File: src/rtl/dcc_pkg.sv
// debug command controller: shared constants, select codes and carrier types
// assumes one system clock; all link pins are sampled by that clock
package dcc_pkg;
	localparam int CMD_W   = 8;
	localparam int DATA_W  = 24;
	localparam int REG_W   = 16;
	localparam int STAT_W  = 8;
	localparam int SYNC_W  = 6;
	localparam int BPC_W   = 12;

	// register select codes
	localparam logic [4:0] SEL_STATUS  = 5'h00;
	localparam logic [4:0] SEL_BP_CNT  = 5'h01;
	localparam logic [4:0] SEL_BP_CTL  = 5'h02;
	localparam logic [4:0] SEL_LIMIT0  = 5'h05;
	localparam logic [4:0] SEL_LIMIT1  = 5'h06;
	localparam logic [4:0] SEL_GDB     = 5'h09;
	localparam logic [4:0] SEL_PDB     = 5'h0a;
	localparam logic [4:0] SEL_PIL     = 5'h0b;
	localparam logic [4:0] SEL_GOTO    = 5'h0c;
	localparam logic [4:0] SEL_STEP    = 5'h0d;
	localparam logic [4:0] SEL_FETCH   = 5'h0f;
	localparam logic [4:0] SEL_DECODE  = 5'h10;
	localparam logic [4:0] SEL_EXECUTE = 5'h11;
	localparam logic [4:0] SEL_HISTORY = 5'h12;
	localparam logic [4:0] SEL_NONE    = 5'h1f;

	// status/control bit positions
	localparam int ST_TRACE_EN  = 0;
	localparam int ST_INT_MODE  = 1;
	localparam int ST_SW_FLAG   = 2;
	localparam int ST_BP_FLAG   = 3;
	localparam int ST_STEP_FLAG = 4;
	localparam int ST_CORE_LO   = 6;

	// core state encodings
	localparam logic [1:0] CORE_RUN  = 2'h0;
	localparam logic [1:0] CORE_WAIT = 2'h1;
	localparam logic [1:0] CORE_BUS  = 2'h2;
	localparam logic [1:0] CORE_DBG  = 2'h3;

	localparam logic [7:0] VECTOR_OFFSET = 8'h06;

	// reset values
	localparam logic [STAT_W-1:0] STATUS_RST = 8'h00;
	localparam logic [REG_W-1:0]  REG_RST    = 16'h0000;

	typedef struct packed {
		logic       rd;
		logic       go;
		logic       ex;
		logic [4:0] sel;
	} dcc_cmd_t;

	typedef struct packed {
		logic halted;
		logic wait_stop;
		logic bus_wait;
		logic sw_entry;
		logic instr_done;
	} dcc_core_t;

	typedef struct packed {
		logic             valid;
		logic [1:0]       space;
		logic             rd;
		logic             wr;
		logic [REG_W-1:0] addr;
	} dcc_access_t;

	typedef struct packed {
		logic       wr;
		logic       rd;
		logic [4:0] sel;
	} dcc_strobe_t;
endpackage

File: src/rtl/dcc_controller.sv
// debug command controller: serial command/data chains, decoder, status/control
// assumes the JTAG pins and tap signals are asynchronous and are sampled here;
// the core side signals are on clock_in
//
// Operation
// - commands are shifted serially from test data input into an 8-bit register
// - select codes 0-2, 5 and 6 pick status, counter, control and limit registers
// - codes 9 to 0xd pick bus captures, instruction latch, goto, step counter
// - codes 0xf-0x11 read stage addresses; 0x12 reads history and advances
// - exit bit resumes normal operation only together with a legal execute
// - execute bit runs the latched instruction, then returns unless exiting
// - execute acts only on program bus write or any no-register access
// - bit 7 zero writes following data, one reads register out
// - decoder uses command, update indication and halted state to make strobes
// - status/control is 24 bits, cleared by hardware reset
// - status bit 0 enables trace mode
// - status bit 1 turns breakpoint, step and software entry into vectored interrupt at offset 6
// - bit 2 marks entry by software break, cleared on leaving debug
// - bit 3 marks entry by memory breakpoint, cleared on leaving debug
// - bit 4 marks entry by step counter zero in trace mode
// - status bit 5 and bits 8-23 read zero
// - bits 6-7 report running, wait/stop, bus wait or debug
// - core state bits are also offered to the instruction register
// - breakpoint logic compares accesses with limits and counts events
// - registers reachable only after the debug access instruction is loaded
`timescale 1ns/10ps
module dcc_controller
	import dcc_pkg::*;
(
	input  wire logic                 clock_in,
	input  wire logic                 rst_n_in,
	input  wire logic                 tck_in,
	input  wire logic                 tdi_in,
	input  wire logic                 shift_dr_in,
	input  wire logic                 update_dr_in,
	input  wire logic                 debug_access_instruction_in,
	input  wire logic                 debug_event_line_n_in,
	output logic                      debug_event_line_n_out,
	output logic                      debug_event_line_n_oe_out,
	output logic                      tdo_out,
	input  dcc_pkg::dcc_core_t        core_in,
	input  dcc_pkg::dcc_access_t      access_in,
	input  wire logic [REG_W-1:0]     instruction_latch_in,
	input  wire logic [REG_W-1:0]     global_bus_in,
	input  wire logic                 global_bus_load_in,
	input  wire logic [REG_W-1:0]     fetch_address_in,
	input  wire logic [REG_W-1:0]     decode_address_in,
	input  wire logic [REG_W-1:0]     execute_address_in,
	input  wire logic [REG_W-1:0]     flow_history_in,
	output dcc_pkg::dcc_strobe_t      strobe_out,
	output logic                      flow_history_advance_out,
	output logic [REG_W-1:0]          program_bus_out,
	output logic [REG_W-1:0]          goto_address_out,
	output logic                      goto_valid_out,
	output logic                      execute_go_out,
	output logic                      exit_debug_out,
	output logic                      debug_request_out,
	output logic                      vector_interrupt_out,
	output logic [7:0]                vector_offset_out,
	output logic                      trace_enable_out,
	output logic [1:0]                core_state_out
);
	import dcc_pkg::*;

	typedef enum logic [1:0] {PH_CMD, PH_DATA} dcc_phase_t;

	typedef struct packed {
		logic [SYNC_W-1:0] sync1;
		logic [SYNC_W-1:0] sync2;
		logic              tck_prev;
		logic              upd_prev;
		dcc_phase_t        phase;
		logic [CMD_W-1:0]  cmd_sr;
		dcc_cmd_t          cmd;
		logic [DATA_W-1:0] data_sr;
		logic [STAT_W-1:0] status;
		logic [BPC_W-1:0]  bp_ctl;
		logic [REG_W-1:0]  limit0;
		logic [REG_W-1:0]  limit1;
		logic [REG_W-1:0]  gdb;
		logic [REG_W-1:0]  pdb;
		logic [REG_W-1:0]  goto_addr;
		logic              goto_valid;
		logic [REG_W-1:0]  step;
		logic              halted_prev;
		logic              bp_pend;
		logic              step_pend;
		dcc_strobe_t       strobe;
		logic              hist_adv;
		logic              go;
		logic              ex;
		logic              vec_int;
	} dcc_state_t;

	dcc_state_t state;
	dcc_state_t next_state;

	logic [REG_W-1:0] bp_count;
	logic             bp_hit;
	logic             bp_count_wr;

	// reserved codes answer like an absent register
	function automatic logic sel_valid(input logic [4:0] sel);
		unique case (sel)
			SEL_STATUS, SEL_BP_CNT, SEL_BP_CTL, SEL_LIMIT0, SEL_LIMIT1, SEL_GDB, SEL_PDB,
			SEL_PIL, SEL_GOTO, SEL_STEP, SEL_FETCH, SEL_DECODE, SEL_EXECUTE,
			SEL_HISTORY: return 1'b1;
			default: return 1'b0;
		endcase
	endfunction

	// execute and exit are honoured only on these accesses
	function automatic logic go_legal(input dcc_cmd_t c);
		return (c.sel == SEL_PDB && !c.rd) || c.sel == SEL_NONE;
	endfunction

	// a 16-bit write arrives in the top of the 24-bit chain
	function automatic logic [REG_W-1:0] word_of(input logic [DATA_W-1:0] sr);
		return sr[DATA_W-1:DATA_W-REG_W];
	endfunction

	logic              tck_rise;
	logic              upd_rise;
	logic              tdi_s;
	logic              shift_s;
	logic              access_s;
	logic              de_req_s;
	logic [1:0]        core_state;
	logic [DATA_W-1:0] status_word;
	logic [REG_W-1:0]  read_word;
	logic              entry_now;
	logic              leave_now;
	logic [REG_W-1:0]  wdata;

	always_comb
	begin
		next_state = state;
		next_state.sync1 = {tck_in, tdi_in, shift_dr_in, update_dr_in,
			debug_access_instruction_in, ~debug_event_line_n_in};
		next_state.sync2 = state.sync1;
		next_state.tck_prev = state.sync2[5];
		next_state.upd_prev = state.sync2[2];
		tdi_s = state.sync2[4];
		shift_s = state.sync2[3];
		access_s = state.sync2[1];
		de_req_s = state.sync2[0];
		tck_rise = state.sync2[5] & ~state.tck_prev;
		upd_rise = state.sync2[2] & ~state.upd_prev;
		next_state.strobe = '0;
		next_state.hist_adv = 1'b0;
		next_state.go = 1'b0;
		next_state.ex = 1'b0;
		next_state.vec_int = 1'b0;
		next_state.goto_valid = 1'b0;
		bp_count_wr = 1'b0;
		wdata = word_of(state.data_sr);

		if (core_in.halted)
			core_state = CORE_DBG;
		else if (core_in.bus_wait)
			core_state = CORE_BUS;
		else if (core_in.wait_stop)
			core_state = CORE_WAIT;
		else
			core_state = CORE_RUN;

		status_word = '0;
		status_word[ST_STEP_FLAG:ST_TRACE_EN] = state.status[ST_STEP_FLAG:ST_TRACE_EN];
		status_word[ST_CORE_LO+1:ST_CORE_LO] = core_state;

		unique case (state.cmd.sel)
			SEL_BP_CNT:  read_word = bp_count;
			SEL_BP_CTL:  read_word = {4'h0, state.bp_ctl};
			SEL_LIMIT0:  read_word = state.limit0;
			SEL_LIMIT1:  read_word = state.limit1;
			SEL_GDB:     read_word = state.gdb;
			SEL_PDB:     read_word = state.pdb;
			SEL_PIL:     read_word = instruction_latch_in;
			SEL_STEP:    read_word = state.step;
			SEL_FETCH:   read_word = fetch_address_in;
			SEL_DECODE:  read_word = decode_address_in;
			SEL_EXECUTE: read_word = execute_address_in;
			SEL_HISTORY: read_word = flow_history_in;
			default:     read_word = REG_RST;
		endcase

		// serial chains move only while the access instruction is loaded
		if (access_s && shift_s && tck_rise)
		begin
			if (state.phase == PH_CMD)
				next_state.cmd_sr = {tdi_s, state.cmd_sr[CMD_W-1:1]};
			else
				next_state.data_sr = {tdi_s, state.data_sr[DATA_W-1:1]};
		end

		if (access_s && upd_rise)
		begin
			unique case (state.phase)
				PH_CMD:
				begin
					next_state.cmd = dcc_cmd_t'(state.cmd_sr);
					next_state.strobe.sel = state.cmd_sr[4:0];
					if (state.cmd_sr[4:0] == SEL_NONE)
					begin
						// no data follows a no-register command
						next_state.go = state.cmd_sr[6] & core_in.halted;
						next_state.ex = state.cmd_sr[6] & state.cmd_sr[5] &
							core_in.halted;
					end
					else
					begin
						next_state.phase = PH_DATA;
						next_state.data_sr = '0;
						if (state.cmd_sr[7])
						begin
							next_state.strobe.rd = sel_valid(state.cmd_sr[4:0]);
							next_state.hist_adv = state.cmd_sr[4:0] == SEL_HISTORY;
						end
					end
				end
				PH_DATA:
				begin
					next_state.phase = PH_CMD;
					if (!state.cmd.rd && sel_valid(state.cmd.sel))
					begin
						next_state.strobe.wr = 1'b1;
						next_state.strobe.sel = state.cmd.sel;
						unique case (state.cmd.sel)
							SEL_STATUS:
								next_state.status[ST_INT_MODE:ST_TRACE_EN] =
									state.data_sr[ST_INT_MODE:ST_TRACE_EN];
							SEL_BP_CNT: bp_count_wr = 1'b1;
							SEL_BP_CTL: next_state.bp_ctl = wdata[BPC_W-1:0];
							SEL_LIMIT0: next_state.limit0 = wdata;
							SEL_LIMIT1: next_state.limit1 = wdata;
							SEL_GDB:    next_state.gdb = wdata;
							SEL_PDB:    next_state.pdb = wdata;
							SEL_GOTO:
							begin
								next_state.goto_addr = wdata;
								next_state.goto_valid = 1'b1;
							end
							SEL_STEP:   next_state.step = wdata;
							default:    next_state.strobe.wr = 1'b0;
						endcase
					end
					if (go_legal(state.cmd) && core_in.halted)
					begin
						next_state.go = state.cmd.go;
						next_state.ex = state.cmd.go & state.cmd.ex;
					end
				end
				default: next_state.phase = PH_CMD;
			endcase
		end

		// read data is loaded one cycle after the command takes effect
		if (state.strobe.rd)
			next_state.data_sr = (state.cmd.sel == SEL_STATUS) ? status_word :
				{8'h00, read_word};

		if (global_bus_load_in)
			next_state.gdb = global_bus_in;

		// step counter runs only while the core executes in trace mode
		if (state.status[ST_TRACE_EN] && !core_in.halted && core_in.instr_done &&
				state.step != REG_RST)
			next_state.step = state.step - 16'h0001;

		entry_now = core_in.halted & ~state.halted_prev;
		leave_now = ~core_in.halted & state.halted_prev;
		next_state.halted_prev = core_in.halted;

		// pending causes: a new hit wins over the clear at entry
		next_state.bp_pend = (state.bp_pend & ~entry_now) | bp_hit;
		next_state.step_pend = (state.step_pend & ~entry_now) |
			(state.status[ST_TRACE_EN] && !core_in.halted && core_in.instr_done &&
			state.step == 16'h0001);
		if (state.status[ST_INT_MODE] &&
				(state.bp_pend || state.step_pend || core_in.sw_entry))
		begin
			next_state.vec_int = 1'b1;
			next_state.bp_pend = bp_hit;
			next_state.step_pend = 1'b0;
		end

		if (entry_now)
		begin
			next_state.status[ST_SW_FLAG] = core_in.sw_entry;
			next_state.status[ST_BP_FLAG] = state.bp_pend;
			next_state.status[ST_STEP_FLAG] = state.step_pend;
		end
		else if (leave_now)
			next_state.status[ST_STEP_FLAG:ST_SW_FLAG] = 3'h0;
		next_state.status[STAT_W-1:ST_STEP_FLAG+1] = '0;
	end

	always_ff @(posedge clock_in)
	begin
		if (!rst_n_in)
		begin
			state <= '0;
			state.phase <= PH_CMD;
			state.status <= STATUS_RST;
		end
		else
			state <= next_state;
	end

	dcc_breakpoint u_breakpoint (
		.clock_in      (clock_in),
		.rst_n_in      (rst_n_in),
		.control_in    (state.bp_ctl),
		.limit0_in     (state.limit0),
		.limit1_in     (state.limit1),
		.access_in     (access_in),
		.count_wr_in   (bp_count_wr),
		.count_data_in (wdata),
		.count_out     (bp_count),
		.hit_out       (bp_hit)
	);

	assign tdo_out = state.data_sr[0];
	assign strobe_out = state.strobe;
	assign flow_history_advance_out = state.hist_adv;
	assign program_bus_out = state.pdb;
	assign goto_address_out = state.goto_addr;
	assign goto_valid_out = state.goto_valid;
	assign execute_go_out = state.go;
	assign exit_debug_out = state.ex;
	// interrupt mode suppresses the halt request entirely
	assign debug_request_out = ~state.status[ST_INT_MODE] &
		(state.bp_pend | state.step_pend | de_req_s);
	assign vector_interrupt_out = state.vec_int;
	assign vector_offset_out = VECTOR_OFFSET;
	assign trace_enable_out = state.status[ST_TRACE_EN];
	assign core_state_out = state.halted_prev ? CORE_DBG :
		status_word[ST_CORE_LO+1:ST_CORE_LO];
	// open drain acknowledge: pull low while halted
	assign debug_event_line_n_out = 1'b0;
	assign debug_event_line_n_oe_out = core_in.halted;
endmodule // dcc_controller

File: src/rtl/dcc_breakpoint.sv
// memory breakpoint unit: address latch, two limit comparators, event counter
// assumes access records come from logic on the same clock
`timescale 1ns/10ps
module dcc_breakpoint
	import dcc_pkg::*;
(
	input  wire logic                clock_in,
	input  wire logic                rst_n_in,
	input  wire logic [BPC_W-1:0]    control_in,
	input  wire logic [REG_W-1:0]    limit0_in,
	input  wire logic [REG_W-1:0]    limit1_in,
	input  dcc_pkg::dcc_access_t     access_in,
	input  wire logic                count_wr_in,
	input  wire logic [REG_W-1:0]    count_data_in,
	output logic      [REG_W-1:0]    count_out,
	output logic                     hit_out
);
	import dcc_pkg::*;

	typedef struct packed {
		logic [REG_W-1:0] addr;
		logic             m0;
		logic             m1;
		logic             armed;
		logic [REG_W-1:0] count;
		logic             hit;
	} dcc_bp_state_t;

	dcc_bp_state_t state;
	dcc_bp_state_t next_state;

	function automatic logic compare(input logic [1:0] rw, input logic [1:0] cc,
			input dcc_access_t a, input logic [REG_W-1:0] lim);
		logic dir;
		logic cond;
		dir = (rw[0] & a.wr) | (rw[1] & a.rd);
		unique case (cc)
			2'h0: cond = a.addr != lim;
			2'h1: cond = a.addr == lim;
			2'h2: cond = a.addr < lim;
			2'h3: cond = a.addr > lim;
		endcase
		return dir & cond;
	endfunction

	logic space_ok;
	logic event_now;

	always_comb
	begin
		next_state = state;
		next_state.hit = 1'b0;
		space_ok = access_in.valid && control_in[1:0] != 2'h0 &&
			access_in.space == control_in[1:0];
		// compare the live access now and register the match alongside the address latch
		next_state.addr = access_in.addr;
		next_state.m0 = space_ok && compare(control_in[3:2], control_in[5:4], access_in,
			limit0_in);
		next_state.m1 = space_ok && compare(control_in[7:6], control_in[9:8], access_in,
			limit1_in);
		event_now = 1'b0;
		unique case (control_in[11:10])
			2'h0: event_now = state.m0 & state.m1;
			2'h1: event_now = state.m0 | state.m1;
			2'h2:
			begin
				event_now = state.armed & state.m1;
				if (state.m0)
					next_state.armed = 1'b1;
			end
			2'h3:
			begin
				event_now = state.armed & state.m0;
				if (state.m1)
					next_state.armed = 1'b1;
			end
		endcase
		if (event_now)
		begin
			if (state.count == REG_RST)
				next_state.hit = 1'b1;
			else
				next_state.count = state.count - 16'h0001;
		end
		// a counter write restarts the event sequence
		if (count_wr_in)
		begin
			next_state.count = count_data_in;
			next_state.armed = 1'b0;
		end
	end

	always_ff @(posedge clock_in)
	begin
		if (!rst_n_in)
			state <= '0;
		else
			state <= next_state;
	end

	assign count_out = state.count;
	assign hit_out = state.hit;
endmodule // dcc_breakpoint

File: config.mk
export PLATFORM = sky130hd
export DESIGN_NAME = dcc_controller
export DESIGN_NICKNAME = d
export VERILOG_FILES = /design/src/rtl/dcc_pkg.sv /design/src/rtl/dcc_controller.sv /design/src/rtl/dcc_breakpoint.sv
export SDC_FILE = /design/constraint.sdc
export NUM_CORES = 1
export LEC_CHECK = 0
export BUFFER_PORTS_ARGS = -buffer_cell sky130_fd_sc_hd__buf_2
export CELL_PAD_IN_SITES_DETAIL_PLACEMENT = 1
export CELL_PAD_IN_SITES_GLOBAL_PLACEMENT = 1
export CORE_MARGIN = 3
export CORE_UTILIZATION = 42
export DETAILED_ROUTE_END_ITERATION = 8
export MAX_ROUTING_LAYER = met4
export PLACE_DENSITY_LB_ADDON = 0.1
export SETUP_SLACK_MARGIN = 0.02
export SLEW_MARGIN = 25
export SYNTH_ARGS = -nofsm -noshare
export SYNTH_HDL_FRONTEND = slang
export SYNTH_SLANG_ARGS = --single-unit
File: constraint.sdc
create_clock -name clock_in -period 3.14 [get_ports clock_in]
set_input_delay 0.157 -clock clock_in [delete_from_list [all_inputs] [get_ports clock_in]]
set_output_delay 0.157 -clock clock_in [all_outputs]
set_load 0.05 [all_outputs]
==> flow_summary_export.csv <==
group,metric,value,unit
status,outcome,"completed",
yosys,ys_ff_latch,204,
yosys,synthAdderAreaFrac,4.999,%
sta,clock.fmax,377.0,MHz
critical_path,crit_end,"state[16]$_SDFFE_PN0P_",
critical_path,crit_start,"state[158]$_SDFFE_PN0P_",
sta,setup_viol,0,
critical_path,r2r_slack,0.49,ns
routing,dr.pass1.iters,7,
yosys,synth_top_area_share,37.09,%
routing,vias,10930,
place,io_buffers,180,
clock_tree,clk_pin_slew,0.06,ns
grt,grt_pass1_vias,11170,
critical_path,path_class,"flip-flop to flip-flop",
place,placedCellCount,1768,
final_layout,nFillCells,3106,
clock_tree,cts_tree,"done",
final_layout,multi_input_area,0.006058,mm^2
final_layout,nets,1662,
clock_tree,post-cts-setup-buffers,0,
die,rows,58,
clock_tree,clock_path_buffers,3,
clock_tree,cts_hold_buffers,23,
yosys,synth.most_common_cell,"dfxtp_1",
sta,period_share,84.48,%
yosys,netlist_area,0.01101,mm^2
sta,setup_tns,0,ns
run,drv_cap,0,
grt,grt_first_pass_wirelength,66990,um
grt,grt_max_degree,128,
sta,rsz0062_at_grt,"no",
sta,relSlewSlack,41.90,%
place,dpl_cell_area,0.01195,mm^2
critical_path,worstReg2RegEnd,"state[16]$_SDFFE_PN0P_",
routing,drc,0,
power_and_ir_drop,power_density,475.2,mW/mm^2
power_and_ir_drop,total_power,6.232,mW
routing,totalWireLength,44370,um
critical_path,required,3.56,ns
die,io_pins,190,
critical_path,worstReg2RegStart,"state[158]$_SDFFE_PN0P_",
sta,drv_slew,0,
final_layout,layoutNonFillerInstCount,1834,
clock_tree,h-tree-depth,1,
yosys,synth.area.top_cells,"dfxtp_1 37%, mux2i_1 6.5%, nand2_1 6.4%, ha_1 5.0%, a21oi_1 4.7%",
place,hpwl,32730,um
sta,finClkSkew,0.01206,ns
routing,routedWlPerCell,24.19,um
grt,antenna_found_initial,0,
routing,drt-initial-drc-count,829,
routing,via_per_inst,5.962,
sta,hold_violations,0,
power_and_ir_drop,p_leak,5.378,nW
clock_tree,cts.repair.resized,0,
yosys,synth-simple-area-share,21.86,%
yosys,yosysSeqAreaShare,37.09,%
die,core,0.02547,mm^2
yosys,avgSynthCellArea,8.109,um^2
yosys,ys.warnings.count,0,
routing,ant_nets,0,
yosys,synth_edf_count,0,
yosys,synth_compound_area_share,19.62,%
final_layout,seqCellArea,0.004084,mm^2
yosys,yosysTopAreaCell,"dfxtp_1",
clock_tree,cts_root_buf,"clkbuf_16",
die,fp.dieH,167.9,um
critical_path,end_kind,"flip-flop",
critical_path,start_kind,"flip-flop",
yosys,syn_inst,1358,
sta,period_minus_slack,2.653,ns
die,start_util,43.23,%
final_layout,utilization,51.48,%
yosys,synth_top_family_by_area,"simple AND/OR/NAND/NOR gates",
yosys,synthMuxAreaShare,7.067,%
final_layout,areaGrowthSynthToFinish,19.09,%
grt,gr-usage-all-layers,31.26,%
critical_path,r2r_cells,6,
worst_hold_path,worst_hold_path_type,"input port to flip-flop",
yosys,async_flop_share,0,%
yosys,synth_cell_types,74,
clock_tree,clock_latency,0.53,ns
final_layout,stdcell_area,0.01311,mm^2
critical_path,cp_max_fo,19,
critical_path,cp.arrival,3.08,ns
final_layout,drive_above_1_share,19.15,%
clock_tree,cts_buffers,24,
yosys,synth-xor-area-share,0.8749,%
die,die_area,0.02820,mm^2
grt,overflow,0,
place,gp_congestion,0.9751,
yosys,ys.flop_type,"dfxtp_1",
sta,tightest_slew,0.8716,ns
clock_tree,clkSinkCount,204,
power_and_ir_drop,irDropWorstVdd,0.4870,mV
final_layout,antenna_cells,0,
yosys,synth_common_cells,"204 x dfxtp_1, 189 x nand2_1, 107 x nor2_1",
die,die_w,167.9,um
[registers in the layout, indices dropped and copies added (netlist names), named ones only]
name	count
trace_enable_out	1
u_breakpoint.count_out	16
flow_history_advance_out	1
program_bus_out	16
goto_valid_out	1
next_state	8
vector_interrupt_out	1
state	126
u_breakpoint.state	3
exit_debug_out	1
access_s	1
de_req_s	1
u_breakpoint.hit_out	1
goto_address_out	16
shift_s	1
strobe_out	7
tdo_out	1
execute_go_out	1
[worst min path at each step]
| stage | start | end | slack (ns) | depth (start not counted) |
|---|---|---|---|---|
| after floorplan | debug_event_line_n_in | next_state[175]$_SDFF_PN0_ | 0.22 | 1 |
| after global placement | update_dr_in | next_state[177]$_SDFF_PN0_ | 0.37 | 2 |
| after detailed placement | tdi_in | next_state[179]$_SDFF_PN0_ | 0.37 | 2 |
| after CTS | fetch_address_in[3] | state[134]$_SDFF_PN0_ | 0.008 | 3 |
| after global routing | fetch_address_in[3] | state[134]$_SDFF_PN0_ | 0.04 | 3 |
| final | fetch_address_in[3] | state[134]$_SDFF_PN0_ | 0.02 | 3 |
[power by group]
group / switching, mW / total, mW / internal [mW]
Clock: 1.14 / 3.28 / 2.14
Combinational: 0.199 / 0.333 / 0.134
Sequential: 0.0125 / 2.62 / 2.61
[layer usage]
| metal | global-route usage [%] | routed length, um | vias up |
|---|---|---|---|
| met3 | 3.968 | 2886 | 108 |
| met1 | 38.57 | 18300 | 5324 |
| met5 | - | 0 | - |
| met4 | 12.20 | 2027 | 0 |
| li1 | - | - | 5032 |
| met2 | 52.27 | 21160 | 470 |
[area by class of cell]
class / count / area share (%)
clock buffers: 34 / 5.410
clock inverters: 9 / 1.679
inverters: 48 / 1.393
multi-input cells: 969 / 46.20
flip-flops and latches: 204 / 31.14
well taps: 330 / 3.149
repair buffers: 240 / 11.03
[worst max-delay path, stage by stage, from the launching register on]
cell and delay (ns):
dfxtp_1 0.77, nand3b_1 0.27, nor2_1 0.42, and2_1 0.35, nand2_2 0.29, and3_1 0.27, o21a_1 0.18
[placed cells by master, fill, tap and decap left out, types with 6 or more instances in the layout]
cell type,instances
nor3_1,24
a21o_1,11
buf_2,180
o22ai_1,15
nor2_1,107
dlygate4sd3_1,23
a22o_1,8
nor4_1,10
xnor2_1,6
nand2_1,189
ha_1,44
a221oi_1,7
o21ai_0,38
buf_4,34
a21oi_1,103
bufinv_16,7
a22oi_1,62
nand4_1,19
nor3_2,8
conb_1,9
a32o_1,6
inv_1,47
nand2b_1,8
nor2b_1,10
dfxtp_1,204
o31ai_1,6
o21a_1,6
clkbuf_16,25
a211oi_1,7
or3_1,7
nand3_1,39
and3_1,11
a31oi_1,15
mux2i_1,71
a222oi_1,10
and2_1,31
mux2_2,6
nand3b_1,7
[cells by family after synthesis]
| kind of cell | after synthesis |
|---|---|
| mux | 77 |
| simple gates | 501 |
| xor+xnor | 11 |
| compound gates | 327 |
| fa+ha+maj | 44 |
| flops | 204 |
| buf+inv | 192 |
| other cells | 2 |
[metrics by stage]
step | worst slack [ns] | hold slack, ns
3_3_place_gp | 0.6361 | 0.3674
4_1_cts | 0.5587 | 0.008408
5_1_grt | 0.2747 | 0.03759
3_5_place_dp | 0.5779 | 0.3688
6_report | 0.4873 | 0.01919
2_1_floorplan | 0.6826 | 0.2237
No activity file was read; power rests on OpenSTA's default activity.
